### src/include/ppo_pkg.sv
// constants shared by the prescaled pwm output unit
package ppo_pkg;
    // ------------------------------------------------------------
    // register byte offsets
    // ------------------------------------------------------------
    localparam logic [11:0] PPO_PSC_OFF    = 12'h000;
    localparam logic [11:0] PPO_CTRL_OFF   = 12'h004;
    localparam logic [11:0] PPO_PERIOD_OFF = 12'h008;
    localparam logic [11:0] PPO_PULSE_OFF  = 12'h00c;
    // ------------------------------------------------------------
    // field positions
    // ------------------------------------------------------------
    localparam int PPO_DIV_LSB  = 0;
    localparam int PPO_DIV_W    = 4;
    localparam int PPO_RUN_BIT  = 7;
    localparam int PPO_CP_LSB   = 0;
    localparam int PPO_CP_W     = 8;
    localparam int PPO_EN_BIT   = 8;
    localparam int PPO_PIN_BIT  = 16;
    localparam int PPO_FLAG_BIT = 17;
    // ------------------------------------------------------------
    // reset values and encodings
    // ------------------------------------------------------------
    localparam logic [3:0]  PPO_DIV_RST    = 4'h0;
    localparam logic [3:0]  PPO_DIV_OFF    = 4'h1;
    localparam logic [4:0]  PPO_DIV_ZERO   = 5'h10;
    localparam logic [7:0]  PPO_CP_RST     = 8'h00;
    localparam logic [7:0]  PPO_CP_TOP     = 8'hff;
    localparam logic [1:0]  PPO_RESP_OKAY  = 2'h0;
    localparam logic [1:0]  PPO_RESP_SLV   = 2'h2;
    // ------------------------------------------------------------
    // timing
    // ------------------------------------------------------------
    localparam int PPO_CLK_HZ       = 20_000_000;
    localparam int PPO_MIN_PULSE_CY = 2;
    localparam int PPO_PIN_LAT_CY   = 1;

    // divide field to divisor: zero means sixteen
    function automatic logic [4:0] ppo_eff_div(input logic [3:0] d);
        ppo_eff_div = (d == PPO_DIV_RST) ? PPO_DIV_ZERO : {1'b0, d};
    endfunction

    // byte-lane merge of a write into an old register image
    function automatic logic [31:0] ppo_merge(input logic [31:0] o,
                                              input logic [31:0] n,
                                              input logic [3:0]  s);
        ppo_merge = o;
        for (int i = 0; i < 4; i++) begin
            if (s[i]) begin
                ppo_merge[i*8 +: 8] = n[i*8 +: 8];
            end
        end
    endfunction
endpackage

### src/logic/ppo_prescaled_pwm_output_unit.sv
// top: axi4-lite registers, shared prescaler and pwm submodule
`timescale 1ns/1ns
module ppo_prescaled_pwm_output_unit
    import ppo_pkg::*;
#(
    parameter int PERIOD_W = 16
) (
    input  wire logic        aclk,
    input  wire logic        aresetn,
    input  wire logic [11:0] s_axi_awaddr,
    input  wire logic [2:0]  s_axi_awprot,
    input  wire logic        s_axi_awvalid,
    output logic             s_axi_awready,
    input  wire logic [31:0] s_axi_wdata,
    input  wire logic [3:0]  s_axi_wstrb,
    input  wire logic        s_axi_wvalid,
    output logic             s_axi_wready,
    output logic [1:0]       s_axi_bresp,
    output logic             s_axi_bvalid,
    input  wire logic        s_axi_bready,
    input  wire logic [11:0] s_axi_araddr,
    input  wire logic [2:0]  s_axi_arprot,
    input  wire logic        s_axi_arvalid,
    output logic             s_axi_arready,
    output logic [31:0]      s_axi_rdata,
    output logic [1:0]       s_axi_rresp,
    output logic             s_axi_rvalid,
    input  wire logic        s_axi_rready,
    input  wire logic        pwm_pin_sense,
    output logic             pwm_pin_output,
    output logic             prescaled_tick,
    output logic             period_flag
);
    // ------------------------------------------------------------
    // parameter check
    // ------------------------------------------------------------
    generate
        if (PERIOD_W < 2 || PERIOD_W > 16) begin : g_bad_width
            $error("PERIOD_W must be 2..16 to fit one register word");
        end
    endgenerate

    typedef struct packed {
        logic                awready;
        logic                wready;
        logic                bvalid;
        logic [1:0]          bresp;
        logic                arready;
        logic                rvalid;
        logic [1:0]          rresp;
        logic [31:0]         rdata;
        logic                aw_got;
        logic [11:0]         waddr;
        logic                w_got;
        logic [31:0]         wdata;
        logic [3:0]          wstrb;
        logic [3:0]          div;
        logic                run;
        logic [4:0]          cnt;
        logic                tick;
        logic [7:0]          cp;
        logic                pwm_en;
        logic [PERIOD_W-1:0] period;
        logic [PERIOD_W-1:0] pulse;
        logic                flag;
    } ppo_top_st_t;

    ppo_top_st_t st_ff;
    ppo_top_st_t nxt_st;
    logic        wr_go;
    logic [31:0] psc_img;
    logic [31:0] ctrl_img;
    logic [31:0] merged;
    logic [31:0] rd_word;
    logic        rd_hit;
    logic        pin_state;
    logic        flag_evt;
    logic        pin_q;

    // ------------------------------------------------------------
    // register images
    // ------------------------------------------------------------
    always_comb begin
        psc_img                                 = '0;
        psc_img[PPO_DIV_LSB +: PPO_DIV_W]       = st_ff.div;
        psc_img[PPO_RUN_BIT]                    = st_ff.run;
        ctrl_img                                = '0;
        ctrl_img[PPO_CP_LSB +: PPO_CP_W]        = st_ff.cp;
        ctrl_img[PPO_EN_BIT]                    = st_ff.pwm_en;
        ctrl_img[PPO_PIN_BIT]                   = pin_state;
        ctrl_img[PPO_FLAG_BIT]                  = st_ff.flag;
    end

    always_comb begin
        rd_word = '0;
        rd_hit  = 1'b1;
        case (s_axi_araddr)
            PPO_PSC_OFF: begin
                rd_word = psc_img;
            end
            PPO_CTRL_OFF: begin
                rd_word = ctrl_img;
            end
            PPO_PERIOD_OFF: begin
                rd_word[PERIOD_W-1:0] = st_ff.period;
            end
            PPO_PULSE_OFF: begin
                rd_word[PERIOD_W-1:0] = st_ff.pulse;
            end
            default: begin
                rd_hit = 1'b0;
            end
        endcase
    end

    // ------------------------------------------------------------
    // next state: bus slave, prescaler, control bits
    // ------------------------------------------------------------
    always_comb begin
        nxt_st      = st_ff;
        merged      = '0;
        wr_go       = st_ff.aw_got && st_ff.w_got && !st_ff.bvalid;
        nxt_st.tick = 1'b0;
        if (s_axi_awvalid && st_ff.awready) begin
            nxt_st.aw_got = 1'b1;
            nxt_st.waddr  = s_axi_awaddr;
        end
        if (s_axi_wvalid && st_ff.wready) begin
            nxt_st.w_got = 1'b1;
            nxt_st.wdata = s_axi_wdata;
            nxt_st.wstrb = s_axi_wstrb;
        end
        if (st_ff.bvalid && s_axi_bready) begin
            nxt_st.bvalid = 1'b0;
        end
        // reload takes the divide in force at the reload edge
        if (st_ff.run) begin
            if (st_ff.cnt <= 5'h01) begin
                nxt_st.cnt  = ppo_eff_div(st_ff.div);
                nxt_st.tick = (st_ff.div != PPO_DIV_OFF);
            end else begin
                nxt_st.cnt = st_ff.cnt - 5'h01;
            end
        end
        if (wr_go) begin
            nxt_st.aw_got = 1'b0;
            nxt_st.w_got  = 1'b0;
            nxt_st.bvalid = 1'b1;
            nxt_st.bresp  = PPO_RESP_OKAY;
            case (st_ff.waddr)
                PPO_PSC_OFF: begin
                    merged     = ppo_merge(psc_img, st_ff.wdata, st_ff.wstrb);
                    nxt_st.div = merged[PPO_DIV_LSB +: PPO_DIV_W];
                    nxt_st.run = merged[PPO_RUN_BIT];
                    if (merged[PPO_RUN_BIT] && !st_ff.run) begin
                        // old divide counts first; new one at next reload
                        nxt_st.cnt  = ppo_eff_div(st_ff.div) - 5'h01;
                        nxt_st.tick = 1'b0;
                    end
                end
                PPO_CTRL_OFF: begin
                    merged        = ppo_merge(ctrl_img, st_ff.wdata, st_ff.wstrb);
                    nxt_st.cp     = merged[PPO_CP_LSB +: PPO_CP_W];
                    nxt_st.pwm_en = merged[PPO_EN_BIT];
                    if (st_ff.wstrb[PPO_FLAG_BIT/8] && st_ff.wdata[PPO_FLAG_BIT]) begin
                        nxt_st.flag = 1'b0;
                    end
                end
                PPO_PERIOD_OFF: begin
                    merged        = ppo_merge({{(32-PERIOD_W){1'b0}}, st_ff.period},
                                              st_ff.wdata, st_ff.wstrb);
                    nxt_st.period = merged[PERIOD_W-1:0];
                end
                PPO_PULSE_OFF: begin
                    merged       = ppo_merge({{(32-PERIOD_W){1'b0}}, st_ff.pulse},
                                             st_ff.wdata, st_ff.wstrb);
                    nxt_st.pulse = merged[PERIOD_W-1:0];
                end
                default: begin
                    nxt_st.bresp = PPO_RESP_SLV;
                end
            endcase
        end
        // a flag event (count entering the last) in the clearing cycle is kept
        if (flag_evt) begin
            nxt_st.flag = 1'b1;
        end
        nxt_st.awready = !nxt_st.aw_got && !nxt_st.bvalid;
        nxt_st.wready  = !nxt_st.w_got && !nxt_st.bvalid;
        if (s_axi_arvalid && st_ff.arready) begin
            nxt_st.rvalid = 1'b1;
            nxt_st.rdata  = rd_word;
            nxt_st.rresp  = rd_hit ? PPO_RESP_OKAY : PPO_RESP_SLV;
        end
        if (st_ff.rvalid && s_axi_rready) begin
            nxt_st.rvalid = 1'b0;
        end
        nxt_st.arready = !nxt_st.rvalid;
    end

    always_ff @(posedge aclk) begin
        if (!aresetn) begin
            st_ff <= '0;
        end else begin
            st_ff <= nxt_st;
        end
    end

    // ------------------------------------------------------------
    // pwm submodule
    // ------------------------------------------------------------
    ppo_pwm_channel #(
        .PERIOD_W (PERIOD_W)
    ) u_pwm (
        .aclk              (aclk),
        .aresetn           (aresetn),
        .prescaled_tick    (st_ff.tick),
        .pwm_enable        (st_ff.pwm_en),
        .pwm_clock_preload (st_ff.cp),
        .pwm_period_value  (st_ff.period),
        .pwm_pulse_value   (st_ff.pulse),
        .pwm_pin_sense     (pwm_pin_sense),
        .pwm_pin_output    (pin_q),
        .pwm_pin_state_bit (pin_state),
        .period_flag_pulse (flag_evt)
    );

    assign s_axi_awready  = st_ff.awready;
    assign s_axi_wready   = st_ff.wready;
    assign s_axi_bvalid   = st_ff.bvalid;
    assign s_axi_bresp    = st_ff.bresp;
    assign s_axi_arready  = st_ff.arready;
    assign s_axi_rvalid   = st_ff.rvalid;
    assign s_axi_rresp    = st_ff.rresp;
    assign s_axi_rdata    = st_ff.rdata;
    assign prescaled_tick = st_ff.tick;
    assign period_flag    = st_ff.flag;
    assign pwm_pin_output = pin_q;

    // ------------------------------------------------------------
    // checks
    // ------------------------------------------------------------
    AST_DIV_RESET: assert property (@(posedge aclk)
        !aresetn |=> (st_ff.div == PPO_DIV_RST && !st_ff.run))
        else $error("divide field not zero after reset");
    AST_DIV1_SILENT: assert property (@(posedge aclk) disable iff (!aresetn)
        (st_ff.div == PPO_DIV_OFF) |=> !st_ff.tick)
        else $error("tick seen with divide field one");
    AST_TICK_SINGLE: assert property (@(posedge aclk) disable iff (!aresetn)
        st_ff.tick |=> !st_ff.tick)
        else $error("prescaled tick longer than one cycle");
    AST_FIRST_TICK16: assert property (@(posedge aclk) disable iff (!aresetn)
        ($rose(st_ff.run) && $past(st_ff.div) == PPO_DIV_RST)
        |-> ##15 (st_ff.tick || !st_ff.run))
        else $error("first tick not fifteen cycles after enable");
    AST_FIRST_TICK2: assert property (@(posedge aclk) disable iff (!aresetn)
        ($rose(st_ff.run) && $past(st_ff.div) == 4'h2) |=> st_ff.tick)
        else $error("first tick not one cycle after enable");
    AST_PERIOD2: assert property (@(posedge aclk) disable iff (!aresetn)
        (st_ff.tick && $past(st_ff.div) == 4'h2 && st_ff.run) ##1 st_ff.run
        |=> st_ff.tick)
        else $error("divide two does not tick every second cycle");
    AST_FLAG_STICKY: assert property (@(posedge aclk) disable iff (!aresetn)
        flag_evt |=> st_ff.flag)
        else $error("period flag event lost");
endmodule

### src/logic/ppo_pwm_channel.sv
// pwm submodule: preload divider, period counter, pin readback
`timescale 1ns/1ns
module ppo_pwm_channel
    import ppo_pkg::*;
#(
    parameter int PERIOD_W = 16
) (
    input  wire logic                aclk,
    input  wire logic                aresetn,
    input  wire logic                prescaled_tick,
    input  wire logic                pwm_enable,
    input  wire logic [7:0]          pwm_clock_preload,
    input  wire logic [PERIOD_W-1:0] pwm_period_value,
    input  wire logic [PERIOD_W-1:0] pwm_pulse_value,
    input  wire logic                pwm_pin_sense,
    output logic                     pwm_pin_output,
    output logic                     pwm_pin_state_bit,
    output logic                     period_flag_pulse
);
    typedef struct packed {
        logic [7:0]          pc;
        logic [PERIOD_W-1:0] pcnt;
        logic                pin;
        logic                pin_st;
        logic                ev_dly;
        logic                en_q;
    } ppo_ch_st_t;

    ppo_ch_st_t          st_ff;
    ppo_ch_st_t          nxt_st;
    logic [PERIOD_W-1:0] nxt_cnt;
    logic [7:0]          pc_cur;
    logic                last;

    // ------------------------------------------------------------
    // next state
    // ------------------------------------------------------------
    always_comb begin
        nxt_st        = st_ff;
        nxt_cnt       = st_ff.pcnt;
        last          = 1'b0;
        // a preload written together with the enable is taken on the first enabled edge
        pc_cur        = st_ff.en_q ? st_ff.pc : pwm_clock_preload;
        nxt_st.en_q   = pwm_enable;
        nxt_st.pin_st = pwm_pin_sense;
        nxt_st.ev_dly = 1'b0;
        if (!pwm_enable) begin
            // reload so the first count comes (256 - preload) ticks after enable
            nxt_st.pc   = pwm_clock_preload;
            nxt_st.pcnt = '0;
            nxt_st.pin  = 1'b0;
        end else begin
            nxt_st.pc = pc_cur;
            if (prescaled_tick) begin
                if (pc_cur == PPO_CP_TOP) begin
                    nxt_st.pc = pwm_clock_preload;
                    last = (st_ff.pcnt == pwm_period_value - 1'b1) ||
                           (pwm_period_value == '0);
                    nxt_cnt = last ? '0 : st_ff.pcnt + 1'b1;
                    nxt_st.pcnt = nxt_cnt;
                    // while enabled the output only moves on a count, so pulses last >= 2 cycles
                    if (pwm_pulse_value >= pwm_period_value) begin
                        nxt_st.pin = (pwm_pulse_value != '0);
                    end else begin
                        nxt_st.pin = (nxt_cnt >= pwm_period_value - pwm_pulse_value);
                    end
                    // raised on the count entering the last; the sticky bit adds a cycle
                    nxt_st.ev_dly = (nxt_cnt == pwm_period_value - 1'b1);
                end else begin
                    nxt_st.pc = pc_cur + 1'b1;
                end
            end
        end
    end

    always_ff @(posedge aclk) begin
        if (!aresetn) begin
            st_ff <= '0;
        end else begin
            st_ff <= nxt_st;
        end
    end

    assign pwm_pin_output    = st_ff.pin;
    assign pwm_pin_state_bit = st_ff.pin_st;
    assign period_flag_pulse = st_ff.ev_dly;

    // ------------------------------------------------------------
    // checks
    // ------------------------------------------------------------
    AST_PIN_STATE_LAT: assert property (@(posedge aclk) disable iff (!aresetn)
        $changed(pwm_pin_sense) |=> (pwm_pin_state_bit == $past(pwm_pin_sense)))
        else $error("pin state bit lags pin by other than one cycle");
    AST_MIN_PULSE_HI: assert property (@(posedge aclk) disable iff (!aresetn)
        ($rose(st_ff.pin) && pwm_enable) |=> st_ff.pin)
        else $error("high pulse shorter than two cycles");
    AST_MIN_PULSE_LO: assert property (@(posedge aclk) disable iff (!aresetn)
        ($fell(st_ff.pin) && pwm_enable) |=> (!st_ff.pin || !$past(pwm_enable)))
        else $error("low pulse shorter than two cycles");
    AST_FLAG_LEADS: assert property (@(posedge aclk) disable iff (!aresetn)
        st_ff.ev_dly |-> (st_ff.pcnt == $past(pwm_period_value) - 1'b1 &&
                          (st_ff.pin || $past(pwm_pulse_value) == '0)))
        else $error("flag did not precede period start");
endmodule

### config.mk
export PLATFORM = sky130hd
export DESIGN_NAME = ppo_prescaled_pwm_output_unit
export DESIGN_NICKNAME = d
export VERILOG_FILES = /design/src/include/ppo_pkg.sv /design/src/logic/ppo_prescaled_pwm_output_unit.sv /design/src/logic/ppo_pwm_channel.sv
export SDC_FILE = /design/constraint.sdc
export NUM_CORES = 1
export LEC_CHECK = 0
export ABC_CLOCK_PERIOD_IN_PS = 14250
export BUFFER_PORTS_ARGS = -buffer_cell sky130_fd_sc_hd__buf_2
export CAP_MARGIN = 40
export CORE_MARGIN = 2
export CORE_UTILIZATION = 45
export CTS_CLUSTER_DIAMETER = 80
export CTS_CLUSTER_SIZE = 20
export DETAILED_ROUTE_END_ITERATION = 7
export MAX_ROUTING_LAYER = met4
export PLACE_DENSITY = 0.66
export SYNTH_ARGS = -nofsm -noshare
export SYNTH_HDL_FRONTEND = slang
export SYNTH_SLANG_ARGS = --single-unit
### constraint.sdc
create_clock -name aclk -period 14.25 [get_ports aclk]
set_input_delay 1.425 -clock aclk [delete_from_list [all_inputs] [get_ports aclk]]
set_output_delay 1.425 -clock aclk [all_outputs]
set_load 0.02 [all_outputs]
== Yosys cells after proc, flatten, opt, wreduce, memory -nomap -nowiden ==
Index checks and enable logic that the tools add are counted.
Storage, ports and cells
  flip-flop bits (word level): 172
  bits of input ports: 74
  output and inout bits: 44
  word-level logic and storage cells: 132
Cells by class
  add/sub/neg operators: 6
  magnitude comparators: 3
  eq/ne operators: 11
  muxes and demuxes: 42
  reduce and logical (&&, ||, !) cells: 40
Operators by type and width (number)
  8-bit 2-to-1 mux: 10
  16-bit case mux with 4 select lines: 1
  25-bit 2-to-1 mux: 2
  12-bit by 4-bit equality test with 1-bit output (second input constant): 4
  16-bit 2-to-1 mux: 3
  48-bit 2-to-1 mux: 1
  37-bit 2-to-1 mux: 1
  35-bit 2-to-1 mux: 1
  16-bit equality test: 2
  16-bit greater-or-equal comparator: 2
  12-bit by 3-bit equality test with 1-bit output (second input constant): 2
  12-bit logical NOT: 2
  3-bit AND reduction: 8
  6-bit 2-to-1 mux: 3
  17-bit 2-to-1 mux: 1
  16-bit by 1-bit adder with 16-bit output (second input constant): 1
  16-bit logical NOT: 1
  16-bit nonzero test: 1
  16-bit by 1-bit subtractor with 16-bit output (second input constant): 1
  16-bit subtractor: 1
  13-bit 2-to-1 mux: 1
  1-bit logical AND: 11
  1-bit 2-to-1 mux: 11
  5-bit 2-to-1 mux: 2
  other kinds (16): 29

== Depth between registers and ports, before layout ==
  word-level depth: 9
  depth in mapped cells: 23
  depth with buffers taken out: 22

== Hierarchy ==
Synthesis repeated with hierarchy kept, for this count alone.
Second synthesis, totals
  cell total of the unflattened synthesis: 1146
  area, all modules: 9153.8 um^2
By module, submodules not included
  ppo_prescaled_pwm_output_unit: instances 1, cells each 593, area an instance 5107.4 um^2, seq. area each 2242.2 um^2
  ppo_pwm_channel: instances 1, cells each 553, area an instance 4046.4 um^2, seq. area each 560.5 um^2

== Worst setup path after synthesis ==
No wires, ideal clock.
  kind: register -> register
  from: register st_ff[17] (netlist name)
  to: register u_pwm.st_ff (netlist bit u_pwm.pwm_pin_output)
  setup time: 130 ps
  arrival: 4632 ps
  data required time: 14120 ps
  path slack: 9488 ps
  stages on the path, launching flop included: 23
  buffers on the path: 4
  clock period less this slack: 4762 ps
  cell sequence: dfxtp_1 -> buf_6 -> inv_1 -> ha_1 -> or3b_1 -> clkbuf_1 -> o31ai_1 -> nand4_2 -> nor4b_4 -> o2111ai_2 -> o21ai_4 -> clkbuf_1 -> clkbuf_1 -> nor2_1 -> ha_1 -> a21o_1 -> a21o_1 -> a21o_1 -> a21o_1 -> a2111oi_0 -> o21ai_0 -> a22oi_1 -> a21oi_1
On the way
  word-level cells in the longest chain between the ends: 6
  elaborated cells between the ends (all ways): 9
  those cells by class: 2 x add/sub; 2 x order compare; 1 x eq/ne; 2 x mux; 2 x reduce/logical
Ends and longest elaborated chain
  start, declared: line ppo_prescaled_pwm_output_unit.sv:68  | ppo_top_st_t st_ff;
  start signal, assigned: line ppo_prescaled_pwm_output_unit.sv:205  | st_ff <= nxt_st;
  16-bit by 1-bit subtractor with 16-bit output: line ppo_pwm_channel.sv:57  | last = (st_ff.pcnt == pwm_period_value - 1'b1) ||
  16-bit equality test: line ppo_pwm_channel.sv:57
  1-bit logical OR: line ppo_pwm_channel.sv:57
  16-bit 2-to-1 mux: line ppo_pwm_channel.sv:59  | nxt_cnt = last ? '0 : st_ff.pcnt + 1'b1;
  16-bit greater-or-equal comparator: line ppo_pwm_channel.sv:65  | nxt_st.pin = (nxt_cnt >= pwm_period_value - pwm_pulse_value);
  1-bit 2-to-1 mux *: line ppo_pwm_channel.sv:62  | if (pwm_pulse_value >= pwm_period_value) begin
  end signal, assigned: line ppo_pwm_channel.sv:80  | st_ff <= nxt_st;
  end, declared: line ppo_pwm_channel.sv:29  | ppo_ch_st_t st_ff;
Every way passes the cells marked *; elsewhere a longest branch is shown, timed or not.
A chain may end at the register's enable or synchronous reset.

== Worst setup path after layout ==
Ends and elaborated chain as after synthesis.

==> impl_metrics.env <==
export IMPL_outcome="completed"
export IMPL_synth_xor_area_share_pct=6.06
export IMPL_final_critical_period_ps=5420
export IMPL_vdd_drop_max_v=0.0000813
export IMPL_critical_path_endpoint="u_pwm.pwm_pin_output"
export IMPL_power_leakage_nw=3.85
export IMPL_floorplan_die_area_sq_um=21100
export IMPL_maximum_number_of_pins_on_one_net_before_global_route_repair=83
export IMPL_cp_slowest_cell="dfxtp_1"
export IMPL_remaining_drc_errors=0
export IMPL_cap_violations=0
export IMPL_routed_via_count=8216
export IMPL_pre_cts_ws_ps=8880
export IMPL_yosysWarnings=0
export IMPL_port_buffers=79
export IMPL_max_slew_margin_pct=44.0
export IMPL_timing_critical_path_mode_cell="a21o_1"
export IMPL_clk_pin_slew_worst_paths_ps=70
export IMPL_worst_r2r_endpoint="u_pwm.pwm_pin_output"
export IMPL_clock_sink_count=140
export IMPL_post_cts_resized_instances=0
export IMPL_area_growth_pct=9.59
export IMPL_maxSlewViolCount=0
export IMPL_clock_skew_final_ps=9.09
export IMPL_route_antenna_remaining_nets=0
export IMPL_synth_lib_cells_used_distinct=76
export IMPL_setup_viol_count_final=0
export IMPL_dominant_combinational_cell_family_by_area_after_synthesis="simple AND/OR/NAND/NOR gates"
export IMPL_number_of_core_rows=51
export IMPL_timing_worst_slew_pin_value_ps=840
export IMPL_root_buffer="clkbuf_16"
export IMPL_r2r_start="st_ff[17]"
export IMPL_clk_latency_ps=420
export IMPL_async_reset_ff_share_pct=0
export IMPL_num_nets_final=1291
export IMPL_syn_inst=1165
export IMPL_crit_path_end_kind="flip-flop"
export IMPL_routabilityCongestion=0.931
export IMPL_fmax_mhz=184
export IMPL_period_share_pct=38.1
export IMPL_setup_ws_ps=8830
export IMPL_cts_post_setup_buffers_inserted=0
export IMPL_numCtsBuffers=17
export IMPL_core_sq_um=19500
export IMPL_timing_worst_setup_path_type="flip-flop to flip-flop"
export IMPL_cp_max_fo=34
export IMPL_overflow=0
export IMPL_layout_cells_most_common_list="156 x nand2_1, 140 x dfxtp_1, 127 x a21oi_1"
export IMPL_clock_tree_buffer_depth=2
export IMPL_netlist_area_sq_um=8960
export IMPL_synth_compound_area_share_pct=17.1
export IMPL_vias_in_the_first_global_route=7678
export IMPL_detail_route_iter0_violations=637
export IMPL_total_power_per_unit_cell_area_nw_per_um2=91.0
export IMPL_post_route_cells_drive_above_1_share_pct=12.1
export IMPL_route_final_wire_length_microns=23600
export IMPL_placed_area_sq_um=9240
export IMPL_global_route_wire_length_before_repair_microns=38500
export IMPL_crit_path_max_incr_delay_ps=510
export IMPL_ctsHoldBuffers=0
export IMPL_cts_tree="yes"
export IMPL_hpwlAfterDp_microns=17100
export IMPL_fp_dieW_microns=145
export IMPL_final_cell_area_sq_um=9820
export IMPL_routed_via_density=5.65
export IMPL_crit_path_cell_trace="inv_1, ha_1, xnor2_1, xnor2_1, or3_1, nor4b_4, o2111ai_2, o21ai_4, buf_4, or2_2, ha_1, nand2b_1, a21o_1, a21o_1, a21o_1, a21o_1, a2111oi_0, o21ai_0, a22oi_1, a21oi_1"
export IMPL_synth_avg_cell_area_sq_um=7.69
export IMPL_timing_hold_worst_class="flip-flop to flip-flop"
export IMPL_reg2regPathDepth=20
export IMPL_setup_tns_final_ps=0
export IMPL_muxShareOfSynthArea_pct=6.24
export IMPL_synth_seq_cells=140
export IMPL_r2r_slack_ps=8830
export IMPL_post_drt_wl_per_cell_microns=16.2
export IMPL_setup_worst_path_start_class="flip-flop"
export IMPL_critical_path_startpoint="st_ff[17]"
export IMPL_ys_top_cells_by_area="dfxtp_1 31%, a21oi_1 7.1%, nand2_1 6.5%"
export IMPL_dieHeight_microns=145
export IMPL_post_synth_top_area_cell="dfxtp_1"
export IMPL_insertedDiodeCount=0
export IMPL_synth_top_area_share_pct=31.3
export IMPL_cp_arrival_ps=5720
export IMPL_cts_max_level=4
export IMPL_synth_main_ff_cell="dfxtp_1"
export IMPL_initial_core_util_pct=45.9
export IMPL_yosysSeqAreaShare_pct=31.3
export IMPL_cp_data_required_time_ps=14540
export IMPL_global_route_usage_total_pct=22.8
export IMPL_initial_antenna_violation_count=0
export IMPL_final_core_utilization_pct=50.3
export IMPL_report_final_hold_viol_count=0
export IMPL_adder_and_majority_gate_portion_of_the_synthesized_area_pct=5.67
export IMPL_rsz0062_at_grt="no"
export IMPL_drtPass1Iterations=5
export IMPL_simple_gate_share_of_the_synthesized_area_pct=25.5
export IMPL_top_level_port_count=118
export IMPL_count_of_flip_flops_with_a_built_in_enable_after_synthesis=0
export IMPL_layout_commonest_cell="nand2_1"
-- registers in the layout, summed over array words and instances (netlist names), 5 cells and up --
signal and flops:
ctrl_img 9, psc_img 5, s_axi_rdata 18, st_ff 71, u_pwm.st_ff 25
-- critical path, delay by kind of cell, from the launching register on --
| kind | cells | cell delay, ps |
|---|---|---|
| buffers and inverters | 2 | 530 |
| xor gates and xnor gates | 2 | 540 |
| DFF | 1 | 510 |
| adders and majority gates | 2 | 490 |
| and+or+nand+nor | 4 | 1120 |
| AOI/OAI and AO/OA | 10 | 2070 |
-- layout make-up --
type	count	area [sq um]
multi-input cells	888	5490
inverters	45	170
clock inverters	13	144
clock buffers	19	443
repair buffers	85	440
flip-flops and latches	140	2800
fillers	1957	9700
well taps	265	332
-- report_power, final --
part           switching (mW)  internal, mW  total [mW]
registers             0.00591         0.398       0.403
clock network           0.199         0.253       0.452
logic                  0.0256        0.0127      0.0383
-- metrics by stage --
stage | power [mW] | std cells | hold slack [ps]
after floorplan | 0.439 | 1180 | 413
after global placement | 0.450 | 1423 | 437
after detailed placement | 0.451 | 1423 | 442
after CTS | 0.898 | 1455 | 456
after global routing | 0.921 | 1455 | 462
final | 0.894 | 1455 | 455
-- logic make-up after synthesis --
family,Yosys count
AO/OA/AOI/OAI,247
XOR/XNOR,62
adder cells (fa/ha/maj),40
buffers and inverters,152
flip-flops,140
multiplexers,49
other,1
AND/OR/NAND/NOR,474
-- cells in the mapped netlist, types with 6 or more instances --
library cell / instances
and2_1: 6
a22oi_1: 12
dfxtp_1: 140
and3_1: 12
nand4_1: 14
buf_4: 36
nor3b_1: 8
clkbuf_1: 62
nor3_1: 45
xor2_1: 25
o31ai_1: 6
mux2i_1: 39
o211ai_1: 10
nor2b_1: 7
a21o_1: 10
inv_1: 45
nand3b_1: 9
ha_1: 39
nor4_1: 18
xnor2_1: 37
nand2_1: 156
o21ai_0: 34
nor2_1: 116
a21oi_1: 127
nand2b_1: 8
nand3_1: 40
-- layer usage --
metal	up-vias	global-route usage, %	routed length, microns
met5	-	-	0
met1	3804	30.2	11100
met2	299	35.8	10600
met3	42	3.43	1360
met4	0	7.60	524
li1	4071	-	-
-- how the worst min path moves through the flow --
stage / end / depth (start not counted) / slack [ps] / from
3_5_place_dp: s_axi_rdata[16] / 2 / 440 / s_axi_rdata[16]
3_3_place_gp: s_axi_rdata[16] / 2 / 440 / s_axi_rdata[16]
5_1_grt: s_axi_rdata[16] / 2 / 460 / s_axi_rdata[16]
6_report: st_ff[94] / 2 / 460 / st_ff[94]
2_1_floorplan: period_flag / 2 / 410 / u_pwm.period_flag_pulse
4_1_cts: s_axi_rdata[16] / 2 / 460 / s_axi_rdata[16]
(Power assumes the default switching activity.)
